==> src/logic/irc_map.svh <==
// register offsets, field positions and reset values of the rate and control block
`ifndef IRC_MAP_SVH
`define IRC_MAP_SVH
// byte addresses on the register bus
`define IRC_ADR_DIV 4'h0
`define IRC_ADR_CTRL 4'h4
`define IRC_ADR_STAT 4'h8
// divider_register fields
`define IRC_DIV_SCALE_FACTOR_FIELD_HI 7
`define IRC_DIV_SCALE_FACTOR_FIELD_LO 6
`define IRC_DIV_CODE_HI 5
// bus_control fields
`define IRC_CTRL_EN 7
`define IRC_CTRL_IE 6
`define IRC_CTRL_MST 5
`define IRC_CTRL_TX 4
`define IRC_CTRL_ACK_DRIVE_SELECT 3
`define IRC_CTRL_REPEATED_START_REQUEST 2
// bits that are stored; repeated start and the low reserved bits are not
`define IRC_CTRL_WMASK 8'hF8
// status fields
`define IRC_STAT_BUSY 0
`define IRC_STAT_ARB 1
`define IRC_STAT_MACT 2
// reset values
`define IRC_DIV_RST 8'h00
`define IRC_CTRL_RST 8'h00
`endif

==> src/logic/irc_pkg.sv <==
// shared types of the rate and control block
package irc_pkg;
  // bus condition sequencer states
  typedef enum logic [3:0] {
    ST_IDLE,
    ST_START,
    ST_START_SCL,
    ST_CLOCK,
    ST_STOP_LOW,
    ST_STOP_SCL,
    ST_STOP_SDA,
    ST_RS_LOW,
    ST_RS_SCL
  } irc_state_e;
endpackage : irc_pkg

==> src/logic/irc_rate_rom.sv <==
// fixed 64-entry lookup of scl divider and sda hold count, registered read data
`timescale 1ns/1ps
module irc_rate_rom (
  input wire logic clk_i,
  input wire logic [5:0] code_i,
  output logic [11:0] div_o,
  output logic [9:0] hold_o
);
  logic [21:0] ent_next; // {divider, hold} for the current code
  logic [21:0] ent_reg; // registered entry

  // table decode, one entry per rate code
  always_comb begin
    case (code_i)
      6'h00: ent_next = {12'h014, 10'h007};
      6'h01: ent_next = {12'h016, 10'h007};
      6'h02: ent_next = {12'h018, 10'h008};
      6'h03: ent_next = {12'h01A, 10'h008};
      6'h04: ent_next = {12'h01C, 10'h009};
      6'h05: ent_next = {12'h01E, 10'h009};
      6'h06: ent_next = {12'h022, 10'h00A};
      6'h07: ent_next = {12'h028, 10'h00A};
      6'h08: ent_next = {12'h01C, 10'h007};
      6'h09: ent_next = {12'h020, 10'h007};
      6'h0A: ent_next = {12'h024, 10'h009};
      6'h0B: ent_next = {12'h028, 10'h009};
      6'h0C: ent_next = {12'h02C, 10'h00B};
      6'h0D: ent_next = {12'h030, 10'h00B};
      6'h0E: ent_next = {12'h038, 10'h00D};
      6'h0F: ent_next = {12'h044, 10'h00D};
      6'h10: ent_next = {12'h030, 10'h009};
      6'h11: ent_next = {12'h038, 10'h009};
      6'h12: ent_next = {12'h040, 10'h00D};
      6'h13: ent_next = {12'h048, 10'h00D};
      6'h14: ent_next = {12'h050, 10'h011};
      6'h15: ent_next = {12'h058, 10'h011};
      6'h16: ent_next = {12'h068, 10'h015};
      6'h17: ent_next = {12'h080, 10'h015};
      6'h18: ent_next = {12'h050, 10'h009};
      6'h19: ent_next = {12'h060, 10'h009};
      6'h1A: ent_next = {12'h070, 10'h011};
      6'h1B: ent_next = {12'h080, 10'h011};
      6'h1C: ent_next = {12'h090, 10'h019};
      6'h1D: ent_next = {12'h0A0, 10'h019};
      6'h1E: ent_next = {12'h0C0, 10'h021};
      6'h1F: ent_next = {12'h0F0, 10'h021};
      6'h20: ent_next = {12'h0A0, 10'h011};
      6'h21: ent_next = {12'h0C0, 10'h011};
      6'h22: ent_next = {12'h0E0, 10'h021};
      6'h23: ent_next = {12'h100, 10'h021};
      6'h24: ent_next = {12'h120, 10'h031};
      6'h25: ent_next = {12'h140, 10'h031};
      6'h26: ent_next = {12'h180, 10'h041};
      6'h27: ent_next = {12'h1E0, 10'h041};
      6'h28: ent_next = {12'h140, 10'h021};
      6'h29: ent_next = {12'h180, 10'h021};
      6'h2A: ent_next = {12'h1C0, 10'h041};
      6'h2B: ent_next = {12'h200, 10'h041};
      6'h2C: ent_next = {12'h240, 10'h061};
      6'h2D: ent_next = {12'h280, 10'h061};
      6'h2E: ent_next = {12'h300, 10'h081};
      6'h2F: ent_next = {12'h3C0, 10'h081};
      6'h30: ent_next = {12'h280, 10'h041};
      6'h31: ent_next = {12'h300, 10'h041};
      6'h32: ent_next = {12'h380, 10'h081};
      6'h33: ent_next = {12'h400, 10'h081};
      6'h34: ent_next = {12'h480, 10'h0C1};
      6'h35: ent_next = {12'h500, 10'h0C1};
      6'h36: ent_next = {12'h600, 10'h101};
      6'h37: ent_next = {12'h780, 10'h101};
      6'h38: ent_next = {12'h500, 10'h081};
      6'h39: ent_next = {12'h600, 10'h081};
      6'h3A: ent_next = {12'h700, 10'h101};
      6'h3B: ent_next = {12'h800, 10'h101};
      6'h3C: ent_next = {12'h900, 10'h181};
      6'h3D: ent_next = {12'hA00, 10'h181};
      6'h3E: ent_next = {12'hC00, 10'h201};
      default: ent_next = {12'hF00, 10'h201};
    endcase
  end

  // read data register; a code change shows one cycle later
  always_ff @(posedge clk_i) begin
    ent_reg <= ent_next;
  end

  assign div_o = ent_reg[21:10];
  assign hold_o = ent_reg[9:0];
endmodule : irc_rate_rom

==> src/logic/irc_half_timer.sv <==
// half-period tick divider for the serial clock
`timescale 1ns/1ps
module irc_half_timer (
  input wire logic clk_i,
  input wire logic rst_i,
  input wire logic run_i,
  input wire logic [13:0] half_i,
  output logic tick_o
);
  logic [13:0] cnt_reg; // cycles since last tick
  logic [13:0] cnt_next;
  logic tick_reg; // one-cycle enable pulse
  logic tick_next;

  // count half_i cycles, then pulse; idle holds the count at zero
  always_comb begin
    cnt_next = cnt_reg + 14'h0001;
    tick_next = 1'b0;
    if (!run_i) begin
      cnt_next = 14'h0000;
    end else if (cnt_reg >= half_i - 14'h0001) begin
      cnt_next = 14'h0000;
      tick_next = 1'b1;
    end
  end

  // register stage
  always_ff @(posedge clk_i) begin
    if (rst_i) begin
      cnt_reg <= 14'h0000;
      tick_reg <= 1'b0;
    end else begin
      cnt_reg <= cnt_next;
      tick_reg <= tick_next;
    end
  end

  assign tick_o = tick_reg;
endmodule : irc_half_timer

==> src/logic/irc_top.sv <==
// rate selection, control register and bus condition sequencer on a wishbone slave
//
// Added by the designer: register access over Wishbone and the placing of the registers.
`timescale 1ns/1ps
`include "irc_map.svh"

// What this block does
// - rate code selects divider and hold
// - bit rate is clock over factor times divider
// - factor field: 00 one, 01 two, 10 four
// - sda changes hold cycles after scl falls
// - enable bit switches the controller on
// - interrupt enable gates the request
// - master select rising makes start condition
// - master select falling makes stop condition
// - direction bit: one transmit, zero receive
// - ack drive bit sets sda in ack
// - repeated start request works only as master
// - repeated start request reads back zero
// - misplaced repeated start counts as lost arbitration
module irc_top (
  input wire logic clk_i,
  input wire logic rst_i,
  input wire logic wb_cyc_i,
  input wire logic wb_stb_i,
  input wire logic wb_we_i,
  input wire logic [3:0] wb_adr_i,
  input wire logic [3:0] wb_sel_i,
  input wire logic [31:0] wb_dat_i,
  output logic [31:0] wb_dat_o,
  output logic wb_ack_o,
  input wire logic scl_i,
  output logic scl_o,
  output logic scl_oe_o,
  input wire logic sda_i,
  output logic sda_o,
  output logic sda_oe_o,
  input wire logic ack_slot_i,
  input wire logic tx_bit_i,
  output logic dir_tx_o,
  output logic master_o,
  output logic irq_o
);
  // register bus
  logic ack_reg; // answer, one cycle after the request
  logic ack_next;
  logic [7:0] rdat_reg; // read data, loaded with the answer
  logic [7:0] rdat_next;
  logic req; // request present: cycle and strobe both high
  logic wr_any; // write takes effect at the edge the master sees ack
  logic wr_div;
  logic wr_ctrl;
  logic wr_stat;
  // software state
  logic [7:0] div_reg; // divider_register: factor and rate code
  logic [7:0] div_next;
  logic [7:0] ctrl_reg; // bus_control
  logic [7:0] ctrl_next;
  logic arb_reg; // lost arbitration flag, write one to clear
  logic arb_next;
  logic irq_reg;
  logic irq_next;
  // pin synchronisers and bus watch
  logic scl_meta_reg;
  logic scl_sync_reg;
  logic scl_prev_reg;
  logic sda_meta_reg;
  logic sda_sync_reg;
  logic sda_prev_reg;
  logic busy_reg; // start seen, stop not yet
  logic busy_next;
  // sequencer
  irc_pkg::irc_state_e state_reg;
  irc_pkg::irc_state_e state_next;
  logic scl_oe_reg; // pull scl low
  logic scl_oe_next;
  logic sda_oe_reg; // pull sda low
  logic sda_oe_next;
  logic [9:0] hold_cnt_reg; // cycles left before sda may change
  logic [9:0] hold_cnt_next;
  logic start_req_reg;
  logic start_req_next;
  logic stop_req_reg;
  logic stop_req_next;
  logic rs_req_reg;
  logic rs_req_next;
  // rate
  logic [11:0] rom_div;
  logic [9:0] rom_hold;
  logic [13:0] full;
  logic [13:0] half;
  logic tick;
  // events
  logic en;
  logic mst_rise;
  logic mst_fall;
  logic master_now;
  logic rs_ok;
  logic rs_bad;
  logic arb_hit;
  logic lost;
  logic scl_fall;
  logic want_pull;

  irc_rate_rom u_rom (
    .clk_i(clk_i),
    .code_i(div_reg[`IRC_DIV_CODE_HI:0]),
    .div_o(rom_div),
    .hold_o(rom_hold)
  );

  irc_half_timer u_tmr (
    .clk_i(clk_i),
    .rst_i(rst_i),
    .run_i(state_reg != irc_pkg::ST_IDLE),
    .half_i(half),
    .tick_o(tick)
  );

  // bit period is factor times divider; the timer counts half of it
  always_comb begin
    case (div_reg[`IRC_DIV_SCALE_FACTOR_FIELD_HI:`IRC_DIV_SCALE_FACTOR_FIELD_LO])
      2'b01: full = {2'b00, rom_div} << 1;
      2'b10: full = {2'b00, rom_div} << 2;
      default: full = {2'b00, rom_div}; // reserved code runs as factor one
    endcase
    half = full >> 1;
  end

  assign req = wb_cyc_i && wb_stb_i;
  assign wr_any = req && wb_we_i && ack_reg && wb_sel_i[0];
  assign wr_div = wr_any && wb_adr_i == `IRC_ADR_DIV;
  assign wr_ctrl = wr_any && wb_adr_i == `IRC_ADR_CTRL;
  assign wr_stat = wr_any && wb_adr_i == `IRC_ADR_STAT;
  assign en = ctrl_reg[`IRC_CTRL_EN];
  assign master_now = ctrl_reg[`IRC_CTRL_MST] && state_reg == irc_pkg::ST_CLOCK;
  // transitions are judged on the written value against the stored one
  assign mst_rise = wr_ctrl && wb_dat_i[`IRC_CTRL_MST] && !ctrl_reg[`IRC_CTRL_MST]
                    && wb_dat_i[`IRC_CTRL_EN];
  assign mst_fall = wr_ctrl && !wb_dat_i[`IRC_CTRL_MST] && ctrl_reg[`IRC_CTRL_MST];
  assign rs_ok = wr_ctrl && wb_dat_i[`IRC_CTRL_REPEATED_START_REQUEST] && master_now;
  assign rs_bad = wr_ctrl && wb_dat_i[`IRC_CTRL_REPEATED_START_REQUEST] && !master_now && en;
  // another master pulls sda while we release it with scl high
  assign arb_hit = state_reg == irc_pkg::ST_CLOCK && !scl_oe_reg && !sda_oe_reg
                   && !sda_sync_reg && scl_sync_reg && !ack_slot_i;
  assign lost = rs_bad || arb_hit;
  assign scl_fall = scl_prev_reg && !scl_sync_reg;
  // level wanted on sda for the current bit: ack slot of a receiver or data of a sender
  always_comb begin
    if (ack_slot_i && !ctrl_reg[`IRC_CTRL_TX]) begin
      want_pull = !ctrl_reg[`IRC_CTRL_ACK_DRIVE_SELECT];
    end else if (ctrl_reg[`IRC_CTRL_TX] && !ack_slot_i) begin
      want_pull = !tx_bit_i;
    end else begin
      want_pull = 1'b0;
    end
  end

  // bus slave: ack one cycle after the request, dropped the cycle after
  always_comb begin
    ack_next = req && !ack_reg;
    rdat_next = rdat_reg;
    if (req && !ack_reg) begin
      case (wb_adr_i)
        `IRC_ADR_DIV: rdat_next = div_reg;
        `IRC_ADR_CTRL: rdat_next = ctrl_reg;
        `IRC_ADR_STAT: rdat_next = {5'h00, master_now, arb_reg, busy_reg};
        default: rdat_next = 8'h00; // unmapped reads zero, still answered
      endcase
    end
  end

  always_ff @(posedge clk_i) begin
    if (rst_i) begin
      ack_reg <= 1'b0;
      rdat_reg <= 8'h00;
    end else begin
      ack_reg <= ack_next;
      rdat_reg <= rdat_next;
    end
  end

  // software registers; a hardware set of the flag beats a clear in the same cycle
  always_comb begin
    div_next = div_reg;
    ctrl_next = ctrl_reg;
    arb_next = arb_reg;
    if (wr_div) begin
      div_next = wb_dat_i[7:0];
    end
    if (wr_ctrl) begin
      ctrl_next = wb_dat_i[7:0] & `IRC_CTRL_WMASK;
    end
    if (wr_stat && wb_dat_i[`IRC_STAT_ARB]) begin
      arb_next = 1'b0;
    end
    if (lost) begin
      arb_next = 1'b1;
      ctrl_next[`IRC_CTRL_MST] = 1'b0;
    end
    irq_next = ctrl_next[`IRC_CTRL_EN] && ctrl_next[`IRC_CTRL_IE] && arb_next;
  end

  always_ff @(posedge clk_i) begin
    if (rst_i) begin
      div_reg <= `IRC_DIV_RST;
      ctrl_reg <= `IRC_CTRL_RST;
      arb_reg <= 1'b0;
      irq_reg <= 1'b0;
    end else begin
      div_reg <= div_next;
      ctrl_reg <= ctrl_next;
      arb_reg <= arb_next;
      irq_reg <= irq_next;
    end
  end

  // bus watch: start sets busy, stop clears it; only meaningful while enabled
  always_comb begin
    busy_next = busy_reg;
    if (!en) begin
      busy_next = 1'b0;
    end else if (scl_sync_reg && sda_prev_reg && !sda_sync_reg) begin
      busy_next = 1'b1;
    end else if (scl_sync_reg && !sda_prev_reg && sda_sync_reg) begin
      busy_next = 1'b0;
    end
  end

  // two-stage synchronisers; the second stage and a delayed copy of it feed logic
  always_ff @(posedge clk_i) begin
    if (rst_i) begin
      scl_meta_reg <= 1'b1;
      scl_sync_reg <= 1'b1;
      scl_prev_reg <= 1'b1;
      sda_meta_reg <= 1'b1;
      sda_sync_reg <= 1'b1;
      sda_prev_reg <= 1'b1;
      busy_reg <= 1'b0;
    end else begin
      scl_meta_reg <= scl_i;
      scl_sync_reg <= scl_meta_reg;
      scl_prev_reg <= scl_sync_reg;
      sda_meta_reg <= sda_i;
      sda_sync_reg <= sda_meta_reg;
      sda_prev_reg <= sda_sync_reg;
      busy_reg <= busy_next;
    end
  end

  // sequencer: start, clocking, repeated start and stop, paced by half-period ticks
  always_comb begin
    state_next = state_reg;
    scl_oe_next = scl_oe_reg;
    sda_oe_next = sda_oe_reg;
    hold_cnt_next = hold_cnt_reg;
    start_req_next = start_req_reg || mst_rise;
    stop_req_next = stop_req_reg || mst_fall;
    rs_req_next = rs_req_reg || rs_ok;
    // data changes wait out the hold count after scl falls
    if ((state_reg == irc_pkg::ST_IDLE || state_reg == irc_pkg::ST_CLOCK)
        && hold_cnt_reg != 10'h000) begin
      hold_cnt_next = hold_cnt_reg - 10'h001;
      if (hold_cnt_reg == 10'h001) begin
        sda_oe_next = want_pull;
      end
    end
    case (state_reg)
      irc_pkg::ST_IDLE: begin
        scl_oe_next = 1'b0;
        if (scl_fall && busy_reg) begin
          hold_cnt_next = rom_hold; // slave side uses the same hold
        end
        if (start_req_reg) begin
          start_req_next = mst_rise;
          stop_req_next = 1'b0;
          hold_cnt_next = 10'h000;
          state_next = irc_pkg::ST_START;
        end
      end
      irc_pkg::ST_START: begin
        if (tick) begin
          sda_oe_next = 1'b1; // sda falls while scl is high
          state_next = irc_pkg::ST_START_SCL;
        end
      end
      irc_pkg::ST_START_SCL: begin
        if (tick) begin
          scl_oe_next = 1'b1;
          hold_cnt_next = rom_hold;
          state_next = irc_pkg::ST_CLOCK;
        end
      end
      irc_pkg::ST_CLOCK: begin
        if (tick && !scl_oe_reg) begin
          scl_oe_next = 1'b1;
          hold_cnt_next = rom_hold;
          if (stop_req_reg) begin
            state_next = irc_pkg::ST_STOP_LOW;
          end else if (rs_req_reg) begin
            state_next = irc_pkg::ST_RS_LOW;
          end
        end else if (tick) begin
          scl_oe_next = 1'b0;
        end
      end
      irc_pkg::ST_STOP_LOW: begin
        if (tick) begin
          sda_oe_next = 1'b1;
          state_next = irc_pkg::ST_STOP_SCL;
        end
      end
      irc_pkg::ST_STOP_SCL: begin
        if (tick) begin
          scl_oe_next = 1'b0;
          state_next = irc_pkg::ST_STOP_SDA;
        end
      end
      irc_pkg::ST_STOP_SDA: begin
        if (tick) begin
          sda_oe_next = 1'b0; // sda rises while scl is high
          stop_req_next = 1'b0;
          hold_cnt_next = 10'h000; // a stale hold would pull sda on the idle bus
          state_next = irc_pkg::ST_IDLE;
        end
      end
      irc_pkg::ST_RS_LOW: begin
        if (tick) begin
          sda_oe_next = 1'b0;
          state_next = irc_pkg::ST_RS_SCL;
        end
      end
      irc_pkg::ST_RS_SCL: begin
        if (tick) begin
          scl_oe_next = 1'b0;
          rs_req_next = 1'b0;
          state_next = irc_pkg::ST_START;
        end
      end
      default: begin
        state_next = irc_pkg::ST_IDLE;
      end
    endcase
    // lost arbitration drops the bus at once, without a stop
    if (lost) begin
      state_next = irc_pkg::ST_IDLE;
      scl_oe_next = 1'b0;
      sda_oe_next = 1'b0;
      start_req_next = 1'b0;
      stop_req_next = 1'b0;
      rs_req_next = 1'b0;
    end
    // disabled: lines released, requests and bus activity ignored
    if (!en) begin
      state_next = irc_pkg::ST_IDLE;
      scl_oe_next = 1'b0;
      sda_oe_next = 1'b0;
      hold_cnt_next = 10'h000;
      start_req_next = mst_rise;
      stop_req_next = 1'b0;
      rs_req_next = 1'b0;
    end
  end

  always_ff @(posedge clk_i) begin
    if (rst_i) begin
      state_reg <= irc_pkg::ST_IDLE;
      scl_oe_reg <= 1'b0;
      sda_oe_reg <= 1'b0;
      hold_cnt_reg <= 10'h000;
      start_req_reg <= 1'b0;
      stop_req_reg <= 1'b0;
      rs_req_reg <= 1'b0;
    end else begin
      state_reg <= state_next;
      scl_oe_reg <= scl_oe_next;
      sda_oe_reg <= sda_oe_next;
      hold_cnt_reg <= hold_cnt_next;
      start_req_reg <= start_req_next;
      stop_req_reg <= stop_req_next;
      rs_req_reg <= rs_req_next;
    end
  end

  // open-drain pins: the driven level is always low
  assign scl_o = 1'b0;
  assign sda_o = 1'b0;
  assign scl_oe_o = scl_oe_reg;
  assign sda_oe_o = sda_oe_reg;
  assign wb_ack_o = ack_reg;
  assign wb_dat_o = {24'h00_0000, rdat_reg};
  assign dir_tx_o = ctrl_reg[`IRC_CTRL_TX];
  assign master_o = ctrl_reg[`IRC_CTRL_MST];
  assign irq_o = irq_reg;
endmodule : irc_top

==> config.mk <==
export PLATFORM = sky130hd
export DESIGN_NAME = irc_top
export DESIGN_NICKNAME = d
export VERILOG_FILES = /design/src/logic/irc_pkg.sv /design/src/logic/irc_rate_rom.sv /design/src/logic/irc_half_timer.sv /design/src/logic/irc_top.sv
export VERILOG_INCLUDE_DIRS = /design/src /design/src/logic
export SDC_FILE = /design/constraint.sdc
export NUM_CORES = 1
export LEC_CHECK = 0
export BUFFER_PORTS_ARGS = -buffer_cell sky130_fd_sc_hd__buf_2
export CAP_MARGIN = 20
export CORE_ASPECT_RATIO = 0.7
export CORE_MARGIN = 5
export CORE_UTILIZATION = 40
export CTS_BUF_LIST = sky130_fd_sc_hd__clkbuf_4 sky130_fd_sc_hd__clkbuf_8 sky130_fd_sc_hd__clkbuf_16
export CTS_CLUSTER_SIZE = 40
export DETAILED_ROUTE_END_ITERATION = 8
export GPL_TIMING_DRIVEN = 0
export PLACE_DENSITY_LB_ADDON = 0.1
export SLEW_MARGIN = 20
export SYNTH_ARGS = -nofsm -noshare
export SYNTH_HDL_FRONTEND = slang
export SYNTH_SLANG_ARGS = --single-unit
==> constraint.sdc <==
create_clock -name clk_i -period 6.4 [get_ports clk_i]
set_input_delay 1.28 -clock clk_i [delete_from_list [all_inputs] [get_ports clk_i]]
set_output_delay 1.28 -clock clk_i [all_outputs]
set_load 0.02 [all_outputs]
==> flow_metrics.tcl, run 1 <==
set metrics [dict create \
    outcome "finished clean" \
    grt_max_degree 15 \
    io_buffers 33 \
    avgSynthCellArea_um2 8.151 \
    ant_nets 0 \
    largest_reg_flops 21 \
    tightestPinTransition_ns 0.7237 \
    drive_gt1_share_pct 13.00 \
    clock_skew_ns 0.01106 \
    drv_slew 0 \
    grt_pass1_wl_mm 23.03 \
    instances_no_fill 889 \
    dr.pass1.iters 5 \
    track_usage_pct 17.92 \
    ctsResizeCount 0 \
    synth_area_leaders "dfxtp_1 33%, ha_1 7.6%, a21oi_1 4.0%, nor2_1 4.0%, buf_4 3.7%" \
    hold_viol_final 0 \
    worstHoldPathType "flip-flop to flip-flop" \
    dr_total_vias 4869 \
    cts.htree.levels 3 \
    gp_congestion 0.8967 \
    crit_fanout 10 \
    busiest_layer "met1" \
    drcViolationCount 0 \
    die_w_um 147.5 \
    grt_pass1_vias 4592 \
    hp-start "scl_meta_reg" \
    clock_sinks 86 \
    cp-end-kind "flip-flop" \
    rows 35 \
    core-area_mm2 0.01305 \
    yosysWarnings 0 \
    synth_cells 649 \
    synth_edf_count 0 \
    grt_setup_unrepaired "no" \
    fin_crit_sh_pct 70.71 \
    drt-initial-drc-count 298 \
    critPathArrivalTime_ns 4.71 \
    async_flop_share_pct 0 \
    insertedDiodeCount 0 \
    ys_ff_latch 86 \
    startpoint_type "flip-flop" \
    fillers 1314 \
    yosysSeqAreaShare_pct 32.54 \
    cts_buffer_depth 2 \
    cts_tree "built" \
    max_cap_violations 0 \
    finalSetupViolations 0 \
    numCtsBuffers 9 \
    antenna_found_initial 0 \
    hpwl_mm 10.60 \
    synth_top_area_share_pct 32.54 \
    tns_ns 0 \
    finalCriticalPeriod_ns 4.526 \
    grt_use_met1_pct 27.09 \
    path_class "flip-flop to flip-flop" \
    dpl.cell_count 873 \
    fp.dieArea_mm2 0.01566 \
    io_pins 89 \
    yosys.area.top_type "dfxtp_1" \
    synth_cell_types 60 \
    start_util_pct 40.54 \
    grt.overflow.total 0 \
    met2_usage_pct 25.62 \
    crit_required_ns 6.59 \
    p_per_area_mw_per_mm2 187.6 \
    die_y_um 106.2 \
    clk_latency_ns 0.34 \
    wirelength_mm 13.70 \
    postCtsSetupBuffers 0 \
    vias_per_cell 5.477 \
    grtUsageMet3_pct 4.090 \
    max_freq_ghz 0.2210 \
    area_growth_pct 14.78 \
    cts.root.buffer_cell "clkbuf_16" \
    nNetsFinal 799 \
    r2r_start "div_reg[6]" \
    hold_buffers 0 \
    ir_worst_vdd_mv 0.1092 \
    power_leakage_nw 2.317 \
    clk_pin_slew_ns 0.06 \
    wire_per_inst_um 15.42 \
    relSlewSlack_pct 51.31 \
    crit_start "div_reg[6]" \
    synth_area_mm2 0.005290 \
    synth_ff_type "dfxtp_1" \
]
[layout make-up]
| class | instances | area [um2] | share of cell area (%) |
|---|---|---|---|
| inverter | 17 | 63.81 | 1.051 |
| sequential | 86 | 1722 | 28.35 |
| timing repair buffer | 33 | 165.2 | 2.720 |
| multi-input combinational | 509 | 3262 | 53.72 |
| tap | 166 | 207.7 | 3.421 |
| clock inverter | 4 | 55.05 | 0.9067 |
| buffer | 62 | 336.6 | 5.543 |
| clock buffer | 12 | 260.3 | 4.286 |
[final timing paths]
check,cells after the start,end,slack (ns)
min reg2reg,1,scl_sync_reg,0.42
min,1,scl_sync_reg,0.42
max,15,u_tmr.cnt_reg[12],1.87
max reg2reg,15,u_tmr.cnt_reg[12],1.87
[kinds of logic after synthesis]
| group | synth area share [%] |
|---|---|
| buf+inv | 7.569 |
| other cells | 0.07089 |
| xor+xnor | 4.967 |
| fa+ha+maj | 7.569 |
| mux | 2.909 |
| compound gates | 22.09 |
| flops | 32.54 |
| simple gates | 22.28 |
[report_power, final]
group / leakage [nW] / switching (mW) / internal, mW
sequential: 0.694 / 0.000907 / 0.537
combinational: 1.47 / 0.0293 / 0.0199
clock: 0.152 / 0.222 / 0.330
total: 2.32 / 0.253 / 0.887
[layer usage]
metal | wire (um) | share of wire [%]
met1 | 7078 | 52
met2 | 5494 | 40
met3 | 966 | 7.0
met4 | 164 | 1.2
met5 | 0 | 0
[layout by cell type (no fill, tap or decap), types with 10 or more instances in the layout]
cell type / synthesis / routed
nand3_1: 23 / 23
a22oi_1: 12 / 12
conb_1: 1 / 26
mux2i_1: 12 / 12
buf_2: 5 / 38
xnor2_1: 19 / 19
nor2b_1: 14 / 14
a211oi_1: 22 / 22
or2_2: 10 / 10
nand2b_1: 13 / 13
a21oi_1: 42 / 42
clkbuf_1: 28 / 28
o21ai_0: 32 / 32
nor3_1: 15 / 15
nand2_1: 50 / 50
nor2_1: 56 / 56
dfxtp_1: 86 / 86
inv_1: 16 / 16
ha_1: 32 / 32
xor2_1: 11 / 11
buf_4: 26 / 26
[critical path: stages (launching register included)]
cell      delay [ns]
dfxtp_1         0.44
inv_1           0.07
ha_1            0.31
clkbuf_1        0.21
clkbuf_1        0.26
a21oi_1         0.21
ha_1            0.20
o211ai_1        0.13
nor3_1          0.52
nand3_1         0.17
xnor2_1         0.17
ha_1            0.30
nand4_1         0.10
o31ai_1         0.66
clkbuf_1        0.46
a211oi_1        0.16
[cells in the mapped netlist, types with 8 or more instances]
library cell and instances:
dfxtp_1 86, nor2_1 56, nand2_1 50, a21oi_1 42, ha_1 32, o21ai_0 32
clkbuf_1 28, buf_4 26, nand3_1 23, a211oi_1 22, xnor2_1 19, inv_1 16
nor3_1 15, nor2b_1 14, nand2b_1 13, a22oi_1 12, mux2i_1 12, xor2_1 11
or2_2 10, nand4_1 9, and2_1 8, and3_1 8
[metrics by stage]
step	setup slack (ns)	hold WS, ns	power (mW)	cell area [um2]	util [%]
6_report	1.874	0.4189	1.139	6072	46.53
5_1_grt	1.387	0.4385	1.177	6072	46.53
4_1_cts	1.926	0.4238	1.151	6072	46.53
3_5_place_dp	1.948	0.4074	0.5983	5757	44.11
3_3_place_gp	1.994	0.3948	0.5980	5757	44.11
2_1_floorplan	2.771	0.3895	0.5863	5384	-
(Power assumes the default switching activity.)
==> run 2: changes to the inputs <==
==> constraint.sdc (replaced) <==
create_clock -name clk_i -period 4.44 [get_ports clk_i]
set_input_delay 0.888 -clock clk_i [delete_from_list [all_inputs] [get_ports clk_i]]
set_output_delay 0.888 -clock clk_i [all_outputs]
set_load 0.02 [all_outputs]
==> run 2 against run 1 <==
Compared with the run above:
- routed wire length shrank 0.20%
- register-to-register slack got worse by 1.4 ns
- largest power group unchanged
- cell count is the same
==> flow_metrics.tcl, run 2 (synthesis results as in run 1) <==
set metrics [dict create \
    outcome "finished clean" \
    die_y_um 106.2 \
    clk_latency_ns 0.34 \
    core-area_mm2 0.01305 \
    antenna_found_initial 0 \
    crit_start "div_reg[6]" \
    fp.dieArea_mm2 0.01566 \
    fillers 1314 \
    worst_hold_slack_ns 0.4200 \
    cpMaxStageDelayCell "o31ai_2" \
    clock_skew_ns 0.01166 \
    io_pins 89 \
    drcViolationCount 0 \
    regArea_mm2 0.001722 \
    hold_depth 1 \
    clock_sinks 86 \
    wire_per_inst_um 15.38 \
    crit_fanout 10 \
    grt_setup_unrepaired "no" \
    endpoint "u_tmr.cnt_reg[12]" \
    wirelength_mm 13.68 \
    start_util_pct 40.54 \
    ff2ff_setup_slack_ns 0.50 \
    cts.root.buffer_cell "clkbuf_16" \
    tightestPinTransition_ns 0.7575 \
    path_class "flip-flop to flip-flop" \
    grt.overflow.total 0 \
    cpMostUsedCell "ha_1" \
    startpoint_type "flip-flop" \
    r2r_cells 15 \
    numCtsBuffers 9 \
    timing.rr.end "u_tmr.cnt_reg[12]" \
    drt-initial-drc-count 327 \
    largest_reg_flops 21 \
    grt_pass1_wl_mm 23.04 \
    relSlewSlack_pct 49.04 \
    dr_total_vias 4864 \
    cp-end-kind "flip-flop" \
    insertedDiodeCount 0 \
    gp_congestion 0.8967 \
    drive_gt1_share_pct 13.69 \
    cts.htree.levels 3 \
    power_leakage_nw 2.326 \
    crit_required_ns 4.64 \
    grt_pass1_vias 4592 \
    ir_worst_vdd_mv 0.1575 \
    tns_ns 0 \
    clk_pin_slew_ns 0.06 \
    ant_nets 0 \
    final_cell_mix "86 x dfxtp_1, 56 x nor2_1, 50 x nand2_1, 42 x a21oi_1, 38 x buf_2" \
    multi_input_area_mm2 0.003277 \
    io_buffers 33 \
    hold_buffers 0 \
    p_per_area_mw_per_mm2 269.9 \
    rows 35 \
    layout_commonest_cell "dfxtp_1" \
    fin_crit_sh_pct 88.79 \
    max_cap_violations 0 \
    worstHoldPathType "flip-flop to flip-flop" \
    postCtsSetupBuffers 0 \
    hold_viol_final 0 \
    finalSetupViolations 0 \
    vias_per_cell 5.471 \
    area_growth_pct 15.11 \
    finalCriticalPeriod_ns 3.942 \
    nNetsFinal 799 \
    critPathArrivalTime_ns 4.14 \
    grt_max_degree 15 \
    hpwl_mm 10.60 \
    track_usage_pct 17.92 \
    die_w_um 147.5 \
    cpPeakStageDelay_ns 0.49 \
    r2r_start "div_reg[6]" \
    max_freq_ghz 0.2537 \
    dr.pass1.iters 5 \
    drv_slew 0 \
    crit_chain "inv_1, ha_1, clkbuf_1, clkbuf_2, a21oi_1, ha_1, o211ai_1, nor3_2, nand3_1, xnor2_1, ha_1, nand4_1, o31ai_2, clkbuf_2, a211oi_1" \
    cts_tree "built" \
    cts_buffer_depth 2 \
]
## run 2: cell counts in the layout (fill, tap and decap cells not counted)
No cell type changed its count.
## run 2: report_power, final
part | switching (mW) | total, mW | internal [mW] | leakage (nW)
sequential | 0.00131 | 0.775 | 0.774 | 0.694
combinational | 0.0424 | 0.0711 | 0.0287 | 1.48
clock | 0.322 | 0.797 | 0.476 | 0.152
## run 2: critical path: cells and delay by family, from the launching register on
| kind | cells | cell delay [ns] |
|---|---|---|
| flops | 1 | 0.45 |
| buf+inv | 4 | 0.84 |
| simple gates | 3 | 0.59 |
| fa+ha+maj | 3 | 0.81 |
| compound gates | 4 | 0.93 |
| xor+xnor | 1 | 0.16 |
## run 2: what timing repair did
| item | CTS | global route |
|---|---|---|
| resized for setup | 1 | 6 |
| pin swaps | 0 | 1 |
| endpoints found under the setup margin | 9 | 10 |
## run 2: metrics by stage
step / total power [mW] / cells / area [um2] / util [%] / setup WS (ns)
global route: 1.697 / 889 / 6090 / 46.66 / 0.05942
floorplan: 0.8452 / 674 / 5384 / - / 0.8107
finish: 1.643 / 889 / 6090 / 46.66 / 0.4977
detailed placement: 0.8624 / 873 / 5757 / 44.11 / -0.01186
CTS: 1.659 / 889 / 6077 / 46.57 / 0.1275
global placement: 0.8621 / 873 / 5757 / 44.11 / 0.03390
## run 2: cell type report
type | count | area share (%)
plain buffers | 62 | 5.568
clock buffers | 12 | 4.274
clock inverters | 4 | 0.9040
inverters | 17 | 1.048
multi-input cells | 509 | 53.81
flip-flops and latches | 86 | 28.27
well taps | 166 | 3.411
repair buffers | 33 | 2.712
## run 2: worst min-delay path by stage
stage / end / slack (ns) / startpoint
6_report: scl_sync_reg / 0.42 / scl_meta_reg
5_1_grt: scl_sync_reg / 0.44 / scl_meta_reg
4_1_cts: scl_sync_reg / 0.42 / scl_meta_reg
3_5_place_dp: sda_sync_reg / 0.41 / sda_meta_reg
3_3_place_gp: scl_sync_reg / 0.39 / scl_meta_reg
2_1_floorplan: scl_sync_reg / 0.39 / scl_meta_reg
## run 2: per-layer routing
layer / GRT usage (%) / up-vias / share of wire (%)
li1: - / 2440 / -
met1: 27.09 / 2265 / 52
met2: 25.62 / 144 / 40
met3: 4.090 / 15 / 6.9
met4: 4.189 / 0 / 1.2
met5: 0 / - / 0
==> run 3: changes to the inputs <==
--- a/config.mk
+++ b/config.mk
@@ -15,6 +15,7 @@
 export CTS_CLUSTER_SIZE = 40
 export DETAILED_ROUTE_END_ITERATION = 8
 export GPL_TIMING_DRIVEN = 0
+export MAX_ROUTING_LAYER = met4
 export PLACE_DENSITY_LB_ADDON = 0.1
 export SLEW_MARGIN = 20
 export SYNTH_ARGS = -nofsm -noshare
==> run 3 against run 2 <==
Compared with the run above:
- hold slack hardly changed
- design area stayed put
- sequential power hardly changed
- critical endpoint unchanged
==> flow_metrics.tcl, run 3 (synthesis results as in run 1) <==
set metrics [dict create \
    outcome "finished clean" \
    final_cell_mix "86 x dfxtp_1, 56 x nor2_1, 50 x nand2_1, 42 x a21oi_1, 38 x buf_2" \
    path_class "flip-flop to flip-flop" \
    grt_max_degree 15 \
    cts_buffer_depth 2 \
    max_cap_violations 0 \
    total_power_mw 1.643 \
    hold_viol_final 0 \
    multi_input_area_mm2 0.003277 \
    io_pins 89 \
    crit_start "div_reg[6]" \
    fin_crit_sh_pct 88.65 \
    drt-initial-drc-count 290 \
    die_w_um 147.5 \
    ff2ff_setup_slack_ns 0.50 \
    crit_required_ns 4.64 \
    io_buffers 33 \
    cts_tree "built" \
    largest_reg_flops 21 \
    dr_total_vias 4856 \
    utilization_pct 46.66 \
    r2r_start "div_reg[6]" \
    dpl.cell_count 873 \
    cts.root.buffer_cell "clkbuf_16" \
    crit_cells 15 \
    p_per_area_mw_per_mm2 269.8 \
    fillers 1314 \
    finalSetupViolations 0 \
    finalCriticalPeriod_ns 3.936 \
    clk_pin_slew_ns 0.06 \
    worstHoldPathType "flip-flop to flip-flop" \
    startpoint_type "flip-flop" \
    timing.rr.end "u_tmr.cnt_reg[12]" \
    ir_worst_vdd_mv 0.1579 \
    cp-end-kind "flip-flop" \
    wirelength_mm 13.72 \
    fp.dieArea_mm2 0.01566 \
    die_y_um 106.2 \
    gp_congestion 0.9120 \
    cpMaxStageDelayCell "o31ai_2" \
    cpPeakStageDelay_ns 0.49 \
    fin_ws_ns 0.5041 \
    instances_no_fill 889 \
    track_usage_pct 18.42 \
    layout_commonest_cell "dfxtp_1" \
    max_freq_ghz 0.2541 \
    regArea_mm2 0.001722 \
    crit_fanout 10 \
    clock_skew_ns 0.01229 \
    place_ws_ns -0.01186 \
    crit_family "compound AO/OA/AOI/OAI gates" \
    clk_latency_ns 0.34 \
    relSlewSlack_pct 50.33 \
    insertedDiodeCount 0 \
    drcViolationCount 0 \
    clock_sinks 86 \
    cts.htree.levels 3 \
    start_util_pct 40.54 \
    grt_pass1_wl_mm 23.04 \
    tns_ns 0 \
    core-area_mm2 0.01305 \
    vias_per_cell 5.462 \
    grt.overflow.total 0 \
    nNetsFinal 799 \
    dr.pass1.iters 5 \
    antenna_found_initial 0 \
    endpoint "u_tmr.cnt_reg[12]" \
    grt_pass1_vias 4589 \
    crit_chain "inv_1, ha_1, clkbuf_1, clkbuf_2, a21oi_1, ha_1, o211ai_1, nor3_2, nand3_1, xnor2_1, ha_1, nand4_1, o31ai_2, clkbuf_2, a211oi_1" \
    grt_setup_unrepaired "no" \
    numCtsBuffers 9 \
    power_leakage_nw 2.326 \
    area_growth_pct 15.11 \
    drv_slew 0 \
    cpMostUsedCell "ha_1" \
    tightestPinTransition_ns 0.7383 \
    r2r_cells 15 \
    hpwl_mm 10.60 \
    drive_gt1_share_pct 13.69 \
    ant_nets 0 \
    rows 35 \
    wire_per_inst_um 15.43 \
    cp_num_buf_inv 4 \
    critPathArrivalTime_ns 4.13 \
    hold_buffers 0 \
]
## run 3: metrics by stage
step	hold slack (ns)	area (um2)
after global placement	0.3948	5757
after global routing	0.4385	6090
after floorplan	0.3895	5384
final	0.4196	6090
after CTS	0.4238	6077
after detailed placement	0.4074	5757
## run 3: routing by layer
metal / vias up / global-route usage, % / wire length, um / part of all wire (%)
li1: 2437 / - / - / -
met1: 2252 / 27.25 / 7204 / 53
met2: 150 / 25.59 / 5506 / 40
met3: 17 / 3.835 / 840 / 6.1
met4: 0 / 4.189 / 166 / 1.2
met5: - / - / 0 / 0
## run 3: worst min path at each step
stage,cells past startpoint,from,end,slack [ns]
finish,1,scl_meta_reg,scl_sync_reg,0.42
global route,1,scl_meta_reg,scl_sync_reg,0.44
CTS,1,scl_meta_reg,scl_sync_reg,0.42
detailed placement,1,sda_meta_reg,sda_sync_reg,0.41
global placement,1,scl_meta_reg,scl_sync_reg,0.39
floorplan,1,scl_meta_reg,scl_sync_reg,0.39
## run 3: timing repair
action / in CTS / in global routing
pin swaps: 0 / 1
buffers inserted: 0 / 0
endpoints found under the setup margin: 9 / 10
resized for setup: 1 / 6
## run 3: where the power goes
| group | total, mW | internal, mW | switching, mW |
|---|---|---|---|
| Combinational | 0.0711 | 0.0287 | 0.0424 |
| Sequential | 0.775 | 0.774 | 0.00131 |
| Clock | 0.797 | 0.476 | 0.321 |
| Total | 1.64 | 1.28 | 0.365 |
## run 3: layout make-up
type / instances / share of cell area, %
clock buffer: 12 / 4.274
multi-input combinational: 509 / 53.81
sequential: 86 / 28.27
tap: 166 / 3.411
inverter: 17 / 1.048
timing repair buffer: 33 / 2.712
clock inverter: 4 / 0.9040
buffer: 62 / 5.568
## run 3: worst reg2reg max path: stages, from the launching register on
cell	delay [ns]
dfxtp_1	0.44
inv_1	0.07
ha_1	0.31
clkbuf_1	0.21
clkbuf_2	0.23
a21oi_1	0.19
ha_1	0.20
o211ai_1	0.14
nor3_2	0.34
nand3_1	0.14
xnor2_1	0.16
ha_1	0.30
nand4_1	0.11
o31ai_2	0.49
clkbuf_2	0.34
a211oi_1	0.12
